## src/common/ee_access_pkg.sv

```systemverilog
package ee_access_pkg;
	// Register indices; byte address is four times the index
	localparam logic [7:0] IDX_CONTROL = 8'h1F;
	localparam logic [7:0] IDX_ADDR_LOW = 8'h21;
	localparam logic [7:0] IDX_ADDR_HIGH = 8'h22;
	localparam logic [7:0] IDX_DATA = 8'h20;
	localparam logic [7:0] IDX_STATUS = 8'h23;
	localparam logic [11:0] ADDR_CONTROL = 12'h07C;
	localparam logic [11:0] ADDR_DATA = 12'h080;
	localparam logic [11:0] ADDR_ADDR_LOW = 12'h084;
	localparam logic [11:0] ADDR_ADDR_HIGH = 12'h088;
	localparam logic [11:0] ADDR_STATUS = 12'h08C;
	// Control field positions
	localparam int CTL_READ = 0;
	localparam int CTL_PROG = 1;
	localparam int CTL_MASTER = 2;
	localparam int CTL_RIE = 3;
	localparam int CTL_MODE_LO = 4;
	localparam int ADDR_W = 6;
	localparam int DATA_W = 8;
	localparam int EE_DEPTH = 64;
	localparam logic [1:0] MODE_RESET = 2'h0;
	localparam logic [7:0] ERASED_BYTE = 8'hFF;
	// Timing
	localparam int CLK_HZ = 50000000;
	localparam int T_ATOMIC_US = 3400;
	localparam int T_SPLIT_US = 1800;
	localparam int CYC_ATOMIC = T_ATOMIC_US * (CLK_HZ / 1000000);
	localparam int CYC_SPLIT = T_SPLIT_US * (CLK_HZ / 1000000);
	localparam int MASTER_WIN = 4;
	localparam int STALL_PROG = 2;
	localparam int STALL_READ = 4;
	typedef enum logic [1:0] {
		PM_ATOMIC = 2'h0,
		PM_ERASE = 2'h1,
		PM_WRITE = 2'h2,
		PM_RSVD = 2'h3
	} prog_mode_t;
	typedef struct packed {
		logic we;
		logic [ADDR_W-1:0] addr;
		logic [DATA_W-1:0] wdata;
	} array_req_t;
	function automatic logic [7:0] zext6(input logic [ADDR_W-1:0] v);
		return {2'h0, v};
	endfunction
endpackage

```

## src/logic/ee_access_ctrl.sv

```systemverilog
// What this block does
// - Six-bit linear address selects bytes 0 to 63.
// - Unused address and control bits read zero and ignore writes.
// - Data register feeds programming and receives read bytes.
// - Mode 00 atomic 3.4 ms, 01 erase, 10 write 1.8 ms, 11 reserved.
// - Mode writes ignored while programming is busy.
// - Reset clears mode to 00 unless programming is busy.
// - Ready interrupt raised when enabled, global enable set, idle.
// - Master enable self-clears after four cycles; strobe then programs.
// - Strobe without master enable does nothing.
// - No programming while flash self-programming is active.
// - Program strobe stays set while busy, hardware clears it.
// - Starting programming stalls the CPU two cycles.
// - Read strobe fetches byte at once and stalls CPU four cycles.
// - While busy, reads refused and address held.
// - Control layout mode 5:4, rie 3, master 2, prog 1, read 0.
// - Running programming completes through a reset.
//
// The implementer's own choice: register access over APB.
module ee_access_ctrl
	import ee_access_pkg::*;
#(
	parameter int ATOMIC_CYCLES = CYC_ATOMIC,
	parameter int SPLIT_CYCLES = CYC_SPLIT
) (
	input wire logic i_clk,
	input wire logic i_sys_rst,
	input wire logic i_psel,
	input wire logic i_penable,
	input wire logic i_pwrite,
	input wire logic [11:0] i_paddr,
	input wire logic [31:0] i_pwdata,
	input wire logic [3:0] i_pstrb,
	output logic [31:0] o_prdata,
	output logic o_pready,
	output logic o_pslverr,
	input wire logic i_global_irq_en,
	input wire logic i_flash_selfprog_flag,
	output logic o_ready_irq,
	output logic o_cpu_stall,
	output logic o_busy
);
	localparam int TW = 24;
	logic [ADDR_W-1:0] ee_address_field_ff;
	logic [DATA_W-1:0] ee_data_ff;
	logic [1:0] prog_mode_field_ff;
	logic ready_irq_enable_ff;
	logic master_write_enable_ff;
	logic read_strobe_ff;
	logic [2:0] master_cnt_ff;
	// Power-up idle; busy is never reset so programming completes
	logic busy_ff = 1'b0;
	logic [1:0] op_mode_ff;
	logic [ADDR_W-1:0] op_addr_ff;
	logic [DATA_W-1:0] op_data_ff;
	logic [2:0] stall_cnt_ff;
	logic [31:0] prdata_ff;
	logic refused_ff;
	logic wr;
	logic rd;
	logic ctl_wr;
	logic start_prog;
	logic start_read;
	logic done;
	logic [DATA_W-1:0] arr_rdata;
	logic [7:0] ctl_rd;
	logic [TW-1:0] op_cycles;
	array_req_t areq;

	typedef enum logic [1:0] {PH_IDLE, PH_ERASE, PH_WRITE} phase_t;
	phase_t phase_ff;

	assign wr = i_psel && i_penable && i_pwrite && i_pstrb[0];
	assign rd = i_psel && i_penable && !i_pwrite;
	assign ctl_wr = wr && i_paddr == ADDR_CONTROL;
	// Strobe only counts with master enable and no flash programming
	assign start_prog = ctl_wr && i_pwdata[CTL_PROG] && master_write_enable_ff
		&& !busy_ff && !i_flash_selfprog_flag
		&& prog_mode_field_ff != PM_RSVD;
	assign start_read = ctl_wr && i_pwdata[CTL_READ] && !busy_ff;

	// Reset deliberately skips busy and op state so programming completes
	always_ff @(posedge i_clk) begin
		if (start_prog) begin
			busy_ff <= 1'b1;
			op_mode_ff <= prog_mode_field_ff;
			op_addr_ff <= ee_address_field_ff;
			op_data_ff <= ee_data_ff;
		end else if (done) begin
			busy_ff <= 1'b0;
		end
	end
	always_comb begin
		case (prog_mode_field_ff)
			PM_ATOMIC: op_cycles = TW'(ATOMIC_CYCLES);
			PM_ERASE: op_cycles = TW'(SPLIT_CYCLES);
			PM_WRITE: op_cycles = TW'(SPLIT_CYCLES);
			default: op_cycles = TW'(SPLIT_CYCLES);
		endcase
	end

	ee_timer #(.W(TW)) u_timer (
		.i_clk(i_clk),
		.i_load(start_prog),
		.i_count(op_cycles),
		.o_done(done)
	);

	// Array commit at completion: erase gives FF, write ANDs bits in
	always_comb begin
		areq.we = done;
		areq.addr = op_addr_ff;
		case (op_mode_ff)
			PM_ATOMIC: areq.wdata = op_data_ff;
			PM_ERASE: areq.wdata = ERASED_BYTE;
			PM_WRITE: areq.wdata = op_data_ff & arr_rdata;
			default: areq.wdata = arr_rdata;
		endcase
	end

	ee_array u_array (
		.i_clk(i_clk),
		.i_req(areq),
		.i_raddr(busy_ff ? op_addr_ff : ee_address_field_ff),
		.o_rdata(arr_rdata)
	);

	always_ff @(posedge i_clk) begin
		if (wr && i_paddr == ADDR_ADDR_LOW && !busy_ff) begin
			ee_address_field_ff <= i_pwdata[ADDR_W-1:0];
		end
	end

	always_ff @(posedge i_clk) begin
		if (start_read) begin
			ee_data_ff <= arr_rdata;
		end else if (wr && i_paddr == ADDR_DATA) begin
			ee_data_ff <= i_pwdata[DATA_W-1:0];
		end
	end

	always_ff @(posedge i_clk) begin
		if (i_sys_rst && !busy_ff) begin
			prog_mode_field_ff <= MODE_RESET;
		end else if (ctl_wr && !busy_ff && !start_prog) begin
			prog_mode_field_ff <= i_pwdata[CTL_MODE_LO+:2];
		end
	end

	always_ff @(posedge i_clk) begin
		if (i_sys_rst) begin
			ready_irq_enable_ff <= 1'b0;
			read_strobe_ff <= 1'b0;
		end else begin
			if (ctl_wr) begin
				ready_irq_enable_ff <= i_pwdata[CTL_RIE];
			end
			// Read finishes at once, so the bit shows for one cycle only
			read_strobe_ff <= start_read;
		end
	end

	// Window counts four edges from the write that set the bit
	always_ff @(posedge i_clk) begin
		if (i_sys_rst) begin
			master_write_enable_ff <= 1'b0;
			master_cnt_ff <= 3'h0;
		end else if (ctl_wr && i_pwdata[CTL_MASTER] && !i_pwdata[CTL_PROG]) begin
			master_write_enable_ff <= 1'b1;
			master_cnt_ff <= 3'(MASTER_WIN);
		end else if (start_prog || master_cnt_ff == 3'h1) begin
			master_write_enable_ff <= 1'b0;
			master_cnt_ff <= 3'h0;
		end else if (master_cnt_ff != 3'h0) begin
			master_cnt_ff <= master_cnt_ff - 3'h1;
		end
	end

	always_ff @(posedge i_clk) begin
		if (i_sys_rst) begin
			stall_cnt_ff <= 3'h0;
		end else if (start_prog) begin
			stall_cnt_ff <= 3'(STALL_PROG);
		end else if (start_read) begin
			stall_cnt_ff <= 3'(STALL_READ);
		end else if (stall_cnt_ff != 3'h0) begin
			stall_cnt_ff <= stall_cnt_ff - 3'h1;
		end
	end

	// Control readback, top bits zero
	assign ctl_rd = {2'h0, prog_mode_field_ff, ready_irq_enable_ff,
		master_write_enable_ff, busy_ff, read_strobe_ff};

	always_ff @(posedge i_clk) begin
		if (i_sys_rst) begin
			prdata_ff <= 32'h0;
			refused_ff <= 1'b0;
		end else if (i_psel && !i_penable) begin
			refused_ff <= 1'b0;
			case (i_paddr)
				ADDR_CONTROL: prdata_ff <= {24'h0, ctl_rd};
				ADDR_DATA: prdata_ff <= {24'h0, ee_data_ff};
				ADDR_ADDR_LOW: prdata_ff <= {24'h0, zext6(ee_address_field_ff)};
				ADDR_ADDR_HIGH: prdata_ff <= 32'h0;
				ADDR_STATUS: prdata_ff <= {29'h0, i_flash_selfprog_flag,
					stall_cnt_ff != 3'h0, busy_ff};
				default: begin
					prdata_ff <= 32'h0;
					refused_ff <= 1'b1;
				end
			endcase
		end
	end

	// Access phase is always one cycle; read data latched at setup
	assign o_pready = i_psel && i_penable;
	assign o_pslverr = o_pready && refused_ff;
	assign o_prdata = prdata_ff;
	assign o_ready_irq = ready_irq_enable_ff && i_global_irq_en && !busy_ff;
	assign o_cpu_stall = stall_cnt_ff != 3'h0;
	assign o_busy = busy_ff;
	logic unused_rd;
	assign unused_rd = rd;
endmodule

```

## src/logic/ee_array.sv

```systemverilog
module ee_array
	import ee_access_pkg::*;
(
	input wire logic i_clk,
	input wire array_req_t i_req,
	input wire logic [ADDR_W-1:0] i_raddr,
	output logic [DATA_W-1:0] o_rdata
);
	logic [DATA_W-1:0] mem [EE_DEPTH];
	always_ff @(posedge i_clk) begin
		if (i_req.we) begin
			mem[i_req.addr] <= i_req.wdata;
		end
	end
	assign o_rdata = mem[i_raddr];
endmodule

```

## src/logic/ee_timer.sv

```systemverilog
module ee_timer
	import ee_access_pkg::*;
#(
	parameter int W = 24
) (
	input wire logic i_clk,
	input wire logic i_load,
	input wire logic [W-1:0] i_count,
	output logic o_done
);
	logic [W-1:0] cnt_ff;
	// Power-up idle; a system reset must not stop a running count
	logic run_ff = 1'b0;
	// No reset: a running operation must finish across a system reset
	always_ff @(posedge i_clk) begin
		if (i_load) begin
			cnt_ff <= i_count;
			run_ff <= 1'b1;
		end else if (run_ff && cnt_ff <= W'(1)) begin
			run_ff <= 1'b0;
			cnt_ff <= '0;
		end else if (run_ff) begin
			cnt_ff <= cnt_ff - W'(1);
		end
	end
	assign o_done = run_ff && cnt_ff <= W'(1);
endmodule

```

## config.mk

```make
export PLATFORM = sky130hd
export DESIGN_NAME = ee_access_ctrl
export DESIGN_NICKNAME = d
export VERILOG_FILES = /design/src/common/ee_access_pkg.sv /design/src/logic/ee_access_ctrl.sv /design/src/logic/ee_array.sv /design/src/logic/ee_timer.sv
export SDC_FILE = /design/constraint.sdc
export NUM_CORES = 1
export LEC_CHECK = 0
export ABC_CLOCK_PERIOD_IN_PS = 4400
export BUFFER_PORTS_ARGS = -buffer_cell sky130_fd_sc_hd__buf_2
export CAP_MARGIN = 20
export CELL_PAD_IN_SITES_DETAIL_PLACEMENT = 1
export CELL_PAD_IN_SITES_GLOBAL_PLACEMENT = 1
export CORE_MARGIN = 2
export CORE_UTILIZATION = 48
export CTS_CLUSTER_SIZE = 40
export DETAILED_ROUTE_END_ITERATION = 7
export MAX_ROUTING_LAYER = met4
export PLACE_DENSITY = 0.77
export SETUP_SLACK_MARGIN = 0.02
export SYNTH_ARGS = -nofsm -noshare
export SYNTH_HDL_FRONTEND = slang
export SYNTH_HIERARCHICAL = 1
export SYNTH_SLANG_ARGS = --single-unit
```

## constraint.sdc

```tcl
create_clock -name i_clk -period 4.4 [get_ports i_clk]
set_input_delay 0.22 -clock i_clk [delete_from_list [all_inputs] [get_ports i_clk]]
set_output_delay 0.22 -clock i_clk [all_outputs]
set_load 0.02 [all_outputs]
```

==> results of run 1 <==
per-stage QoR:
step / hold slack [ps] / utilization (%)
after global routing: 38.80 / 56.19
after CTS: 16.90 / 56.09
after global placement: 434.7 / 52.08
after floorplan: 318.9 / -
after detailed placement: 442.4 / 52.08
final: 44.78 / 56.19
final cells by class:
class | count | area (um^2) | area share (%)
Clock buffer | 79 | 1635 | 5.801
Multi-Input combinational cell | 701 | 6550 | 23.23
Clock inverter | 30 | 232.7 | 0.8255
Tap cell | 672 | 840.8 | 2.982
Sequential cell | 588 | 17440 | 61.85
Inverter | 24 | 90.09 | 0.3195
Timing Repair Buffer | 174 | 1406 | 4.988
path summary, 6_finish.rpt:
check | cells past startpoint | end | slack [ps]
max | 10 | u_array/mem[40][0]$_DFFE_PP_ | 210
min | 4 | refused_ff$_SDFFE_PP0P_ | 40
max reg2reg | 10 | u_array/mem[40][0]$_DFFE_PP_ | 210
min reg2reg | 2 | o_prdata[7]$_SDFFE_PP0P_ | 460
critical path, stage by stage, from the launching register on:
cell	delay (ps)
dfxtp_1	670
mux2_8	560
buf_12	260
mux4_2	380
mux4_2	300
nor2_1	70
nor3_1	210
o2bb2ai_1	200
inv_1	130
a21oi_4	790
buf_4	380
sequential cells by signal (all words and copies together), names as in the netlist, 2 cells and up:
signal and flops:
u_array/mem 512, u_timer/cnt_ff 24, ee_data_ff 8, o_prdata 8, op_data_ff 8, ee_address_field_ff 6, op_addr_ff 6, master_cnt_ff 3
stall_cnt_ff 3, op_mode_ff 2, prog_mode_field_ff 2
cells in the mapped netlist, types with 4 or more instances:
cell type and count:
a211oi_1 7, a21oi_1 19, a221oi_1 8, a22oi_1 7, a31oi_1 5, and2_1 4, and4_1 6, buf_1 4
buf_2 12, buf_4 37, buf_6 4, clkbuf_1 30, dfxtp_1 22, edfxtp_1 566, ha_1 7, inv_1 24
mux2_2 24, mux2i_1 27, mux4_2 126, nand2_1 59, nand2b_1 12, nand3_1 26, nand3b_1 4, nand4_1 8
nor2_1 112, nor2b_1 16, nor3_1 17, nor4_1 7, o211ai_1 4, o21ai_0 36, o221ai_1 8, o22ai_1 9
o31ai_1 12, o41ai_1 4, or3_1 4, or4_1 5, xnor2_1 8, xor2_1 6
layer usage:
layer / GRT usage (%) / part of all wire [%]
met3: 3.561 / 7.1
met4: 8.320 / 3.3
met1: 32.21 / 39
met2: 40.11 / 50
met5: - / 0
kinds of logic (layout without fill, tap and decap cells):
family | after synthesis | count (layout) | synth area share, %
adder cells (fa/ha/maj) | 7 | 7 | 0.3596
buffers and inverters | 113 | 307 | 2.631
multiplexers | 177 | 177 | 13.87
XOR/XNOR | 14 | 14 | 0.5035
flip-flops | 588 | 588 | 71.60
AO/OA/AOI/OAI | 154 | 155 | 4.470
other | 2 | 40 | 0.03084
AND/OR/NAND/NOR | 308 | 308 | 6.535
power breakdown:
part	internal, W	switching, W	total, W
combinational	0.0000763	0.000119	0.000195
clock	0.00273	0.00213	0.00486
sequential	0.00606	0.0000115	0.00607
total	0.00886	0.00226	0.0111
timing repair:
item	4_1_cts	5_1_grt
hold endpoints to repair	23	0
endpoints found under the setup margin	0	123
buffers inserted	0	0
gates resized for setup	0	2
hold buffers	14	0
==> metrics.cfg, run 1 <==
[logic_synthesis]
yosys-top-cells-area = edfxtp_1 (70%), mux4_2 (12%), dfxtp_1 (1.8%)
ys.flop_type = edfxtp_1
syn_area_um2 = 24350
synth_edf_count = 566
synthArstFlopShare_pct = 0
synth-seq-area-share_pct = 71.60
ys_ff_latch = 588
synth_area_per_cell_um2 = 17.87
yosysTopAreaCell = edfxtp_1
yosysTopAreaCellShare_pct = 69.79
synth_cell_types = 75
synth_warnings = 6
synth_cells = 1363

[sta]
skew_ps = 28.52
maxSlewViolCount = 0
rsz0062_at_grt = yes
final-setup-viol-count = 0
worst_pin_slew_ps = 981.7
finalWorstSetupSlack_ps = 207.5
finalHoldViolCount = 0
fmax_ghz = 0.2385
slew_headroom_pct = 34.41
fin_crit_sh_pct = 95.28
layout_min_cycle_time_ps = 4192
setup-tns-final_ps = 0

[final_layout]
drive_gt1_share_pct = 26.38
antenna_cells = 0
fill_cells = 4497
synthToLayoutAreaGrowth_pct = 15.76
final_area_um2 = 28190
final_common_cell = edfxtp_1
final_cell_mix = edfxtp_1 (566), mux4_2 (126), nor2_1 (111), buf_4 (107), clkbuf_16 (62)
nNetsFinal = 1610
finalNonFillerCells = 2268

[drt]
antenna_left = 0
drc = 0
dr.first_iter.drc_count = 1472
totalWireLength_um = 61890
wl_per_cell_um = 27.29
via_per_inst = 6.086
vias = 13800
firstDrtPassIters = 7

[worst_setup_path]
crit_path_start_kind = flop
worstSetupPathType = reg2reg
rr_startpoint = o_busy$_SDFFE_PP1P_
critPathLaunch = o_busy$_SDFFE_PP1P_
worst-path-max-fanout = 31
crit_path_end_kind = flop
arrival_ps = 4630
required_ps = 4830

[placed_design]
gp_congestion = 0.8510
dp.cells = 2142
place_hpwl_um = 39660
io_buffer_count = 40
pre_cts_ws_ps = 18.21
placed_area_um2 = 26130

[flow_run]
max_cap_viol_count = 0

[outcome]
status = finished clean

[cts]
htreeDepth = 2
clock_sinks = 588
cts_made_buffers = 59
clk_latency_ps = 640
clock_tree.root_cell = clkbuf_16
cts_tree = built
clk_path_buf_depth = 3
path_clk_slew_ps = 60

[power]
ir_drop_mv = 0.4955
p_per_area_nw_per_um2 = 394.4
total_leakage_power_nw = 9.215
p_total_w = 0.01112

[floorplanning]
row_count = 82
core_area_um2 = 50170
die_w_um = 229.2
die_area_um2 = 52550
start_util_pct = 48.54
num_io_pins = 92
dieHeight_um = 229.2

[grt]
antenna_found_initial = 0
grt_max_degree = 65
grt_overflow = 0
grt_pass1_vias = 14640
grt_util_all_layers_pct = 24.67
grt_first_pass_wirelength_um = 93720

[min_path]
hp-start = i_paddr[9]
hp-class = in2reg

No activity file was read; power rests on OpenSTA's default activity.
==> run 2, diff against run 1 <==
Settings changed: PLACE_DENSITY 0.77 to not set, PLACE_DENSITY_LB_ADDON set to 0.1.
==> metrics.cfg, run 2 (synthesis results as in run 1) <==
[outcome]
status = finished clean

[worst_setup_path]
crit_path_start_kind = flop
worstSetupPathType = reg2reg
rrSetupSlack_ps = 210
rr_startpoint = o_busy$_SDFFE_PP1P_
worst-path-max-fanout = 36
rr_endpoint = u_array/mem[17][2]$_DFFE_PP_
crit_chain = mux2_8 > buf_4 > mux4_2 > mux4_2 > nor2_1 > nor3_1 > o2bb2ai_1 > inv_1 > a21oi_4 > buf_4
arrival_ps = 4560
critical_path.max_stage_delay_ps = 670
slowest_stage = a21oi_4
crit_path_end_kind = flop
reg2reg_depth = 10
required_ps = 4780
crit_buf_inv = 3
path_delay_family = multiplexers

[final_layout]
max_flop_register = u_array/mem
final_cell_mix = edfxtp_1 (566), mux4_2 (126), nor2_1 (111), buf_4 (92), clkbuf_16 (67)
antenna_cells = 0
synthToLayoutAreaGrowth_pct = 15.94
final_common_cell = edfxtp_1
fill_cells = 4498
top_regs = u_array/mem: 512 flops, u_timer/cnt_ff: 24 flops
drive_gt1_share_pct = 26.33
final_area_um2 = 28230
largest_reg_flops = 512
nNetsFinal = 1597
finalNonFillerCells = 2256

[cts]
cts_resized = 0
path_clk_slew_ps = 50
clock_sinks = 588
clk_path_buf_depth = 3
cts_made_buffers = 66
cts_tree = built
clk_latency_ps = 590
clock_tree.root_cell = clkbuf_16
htreeDepth = 3

[power]
p_per_area_nw_per_um2 = 409.6
seqPwrFrac_pct = 52.5
p_int_w = 0.009298
total_leakage_power_nw = 9.226
p_total_w = 0.01156
swShare_pct = 19.59
p_sw_w = 0.002266
power.share.combinational_pct = 1.7
clkPwrFrac_pct = 45.8
ir_drop_mv = 0.3482

[floorplanning]
row_count = 82
dieHeight_um = 229.2
core_area_um2 = 50170
die_area_um2 = 52550
num_io_pins = 92
die_w_um = 229.2
start_util_pct = 48.54

[drt]
antenna_left = 0
firstDrtPassIters = 5
dr.first_iter.drc_count = 1136
drc = 0
wl_per_cell_um = 26.52
vias = 13270
via_per_inst = 5.883
totalWireLength_um = 59840

[sta]
final-setup-viol-count = 0
finalHoldViolCount = 0
layout_min_cycle_time_ps = 4185
rsz0062_at_grt = no
maxSlewViolCount = 0
fmax_ghz = 0.2389
finalWorstSetupSlack_ps = 214.6
worst_pin_slew_ps = 982.3
fin_crit_sh_pct = 95.12
slew_headroom_pct = 34.27
skew_ps = 26.53
setup-tns-final_ps = 0

[grt]
grt_max_degree = 65
grt_pass1_vias = 14000
grt_first_pass_wirelength_um = 90580
grt_overflow = 0
grt_util_all_layers_pct = 24.07
antenna_found_initial = 0

[flow_run]
max_cap_viol_count = 0

[placed_design]
pre_cts_ws_ps = 239.1
io_buffer_count = 40
gp_congestion = 0.8013
place_hpwl_um = 38660
placed_area_um2 = 26060
dp.cells = 2129

[min_path]
hp-class = in2reg
hp-start = i_paddr[9]
holdPathStages = 4
worst_hold_path.endpoint = o_prdata[2]$_SDFFE_PP0P_

==> run 2: cell count changes in the layout (fill, tap and decap cells not counted), moves of 4 or more <==
cell           delta
clkinv_2          +4
clkbuf_1          -7
buf_4            -15
bufinv_16         +4
clkbuf_16         +5
dlygate4sd3_1     -4
==> run 2: tightest hold or removal path, cell delays in order <==
cell and delay [ps]:
buf_2 110, nor4_4 70, o211ai_1 80, o21ai_1 70
==> run 2: metal layers <==
layer	share of wire, %	up-vias	global-route usage (%)
met5	0	-	-
met4	2.3	0	6.230
met3	4.8	82	3.698
met2	50	398	39.10
met1	43	6982	32.12
li1	-	5809	-
==> run 2: worst max path at each step <==
stage	start	depth (start not counted)	endpoint
floorplan	o_busy$_SDFFE_PP1P_	11	u_array/mem[0][3]$_DFFE_PP_
global placement	o_busy$_SDFFE_PP1P_	10	u_array/mem[22][2]$_DFFE_PP_
detailed placement	o_busy$_SDFFE_PP1P_	10	u_array/mem[22][2]$_DFFE_PP_
CTS	o_busy$_SDFFE_PP1P_	10	u_array/mem[60][2]$_DFFE_PP_
global route	o_busy$_SDFFE_PP1P_	10	u_array/mem[60][2]$_DFFE_PP_
finish	o_busy$_SDFFE_PP1P_	10	u_array/mem[17][2]$_DFFE_PP_
==> run 2: timing repair <==
action / CTS / global route
hold buffers: 10 / 0
buffers inserted: 0 / 0
endpoints found under the hold margin: 15 / 0
==> run 2: layout make-up <==
class                           count  area [um^2]  share of cell area, %
Clock buffer                       77         1734                  6.142
Tap cell                          672        840.8                  2.978
Inverter                           24        90.09                 0.3191
Sequential cell                   588        17440                  61.76
Clock inverter                     40        342.8                  1.214
Timing Repair Buffer              155         1251                  4.431
Multi-Input combinational cell    700         6539                  23.16
==> run 2: power groups by stage <==
stage	clock network, W	logic, W	registers (W)
2_1_floorplan	0	0.000149	0.00618
3_3_place_gp	0	0.000176	0.00618
3_5_place_dp	0	0.000187	0.00619
4_1_cts	0.00542	0.000195	0.00607
5_1_grt	0.00563	0.000217	0.00607
6_report	0.00530	0.000194	0.00607
==> run 2: stage by stage <==
stage	hold WS (ps)	utilization, %
2_1_floorplan	318.9	-
3_3_place_gp	433.7	51.94
3_5_place_dp	443.2	51.94
4_1_cts	4.222	56.28
5_1_grt	62.28	56.28
6_report	35.20	56.28
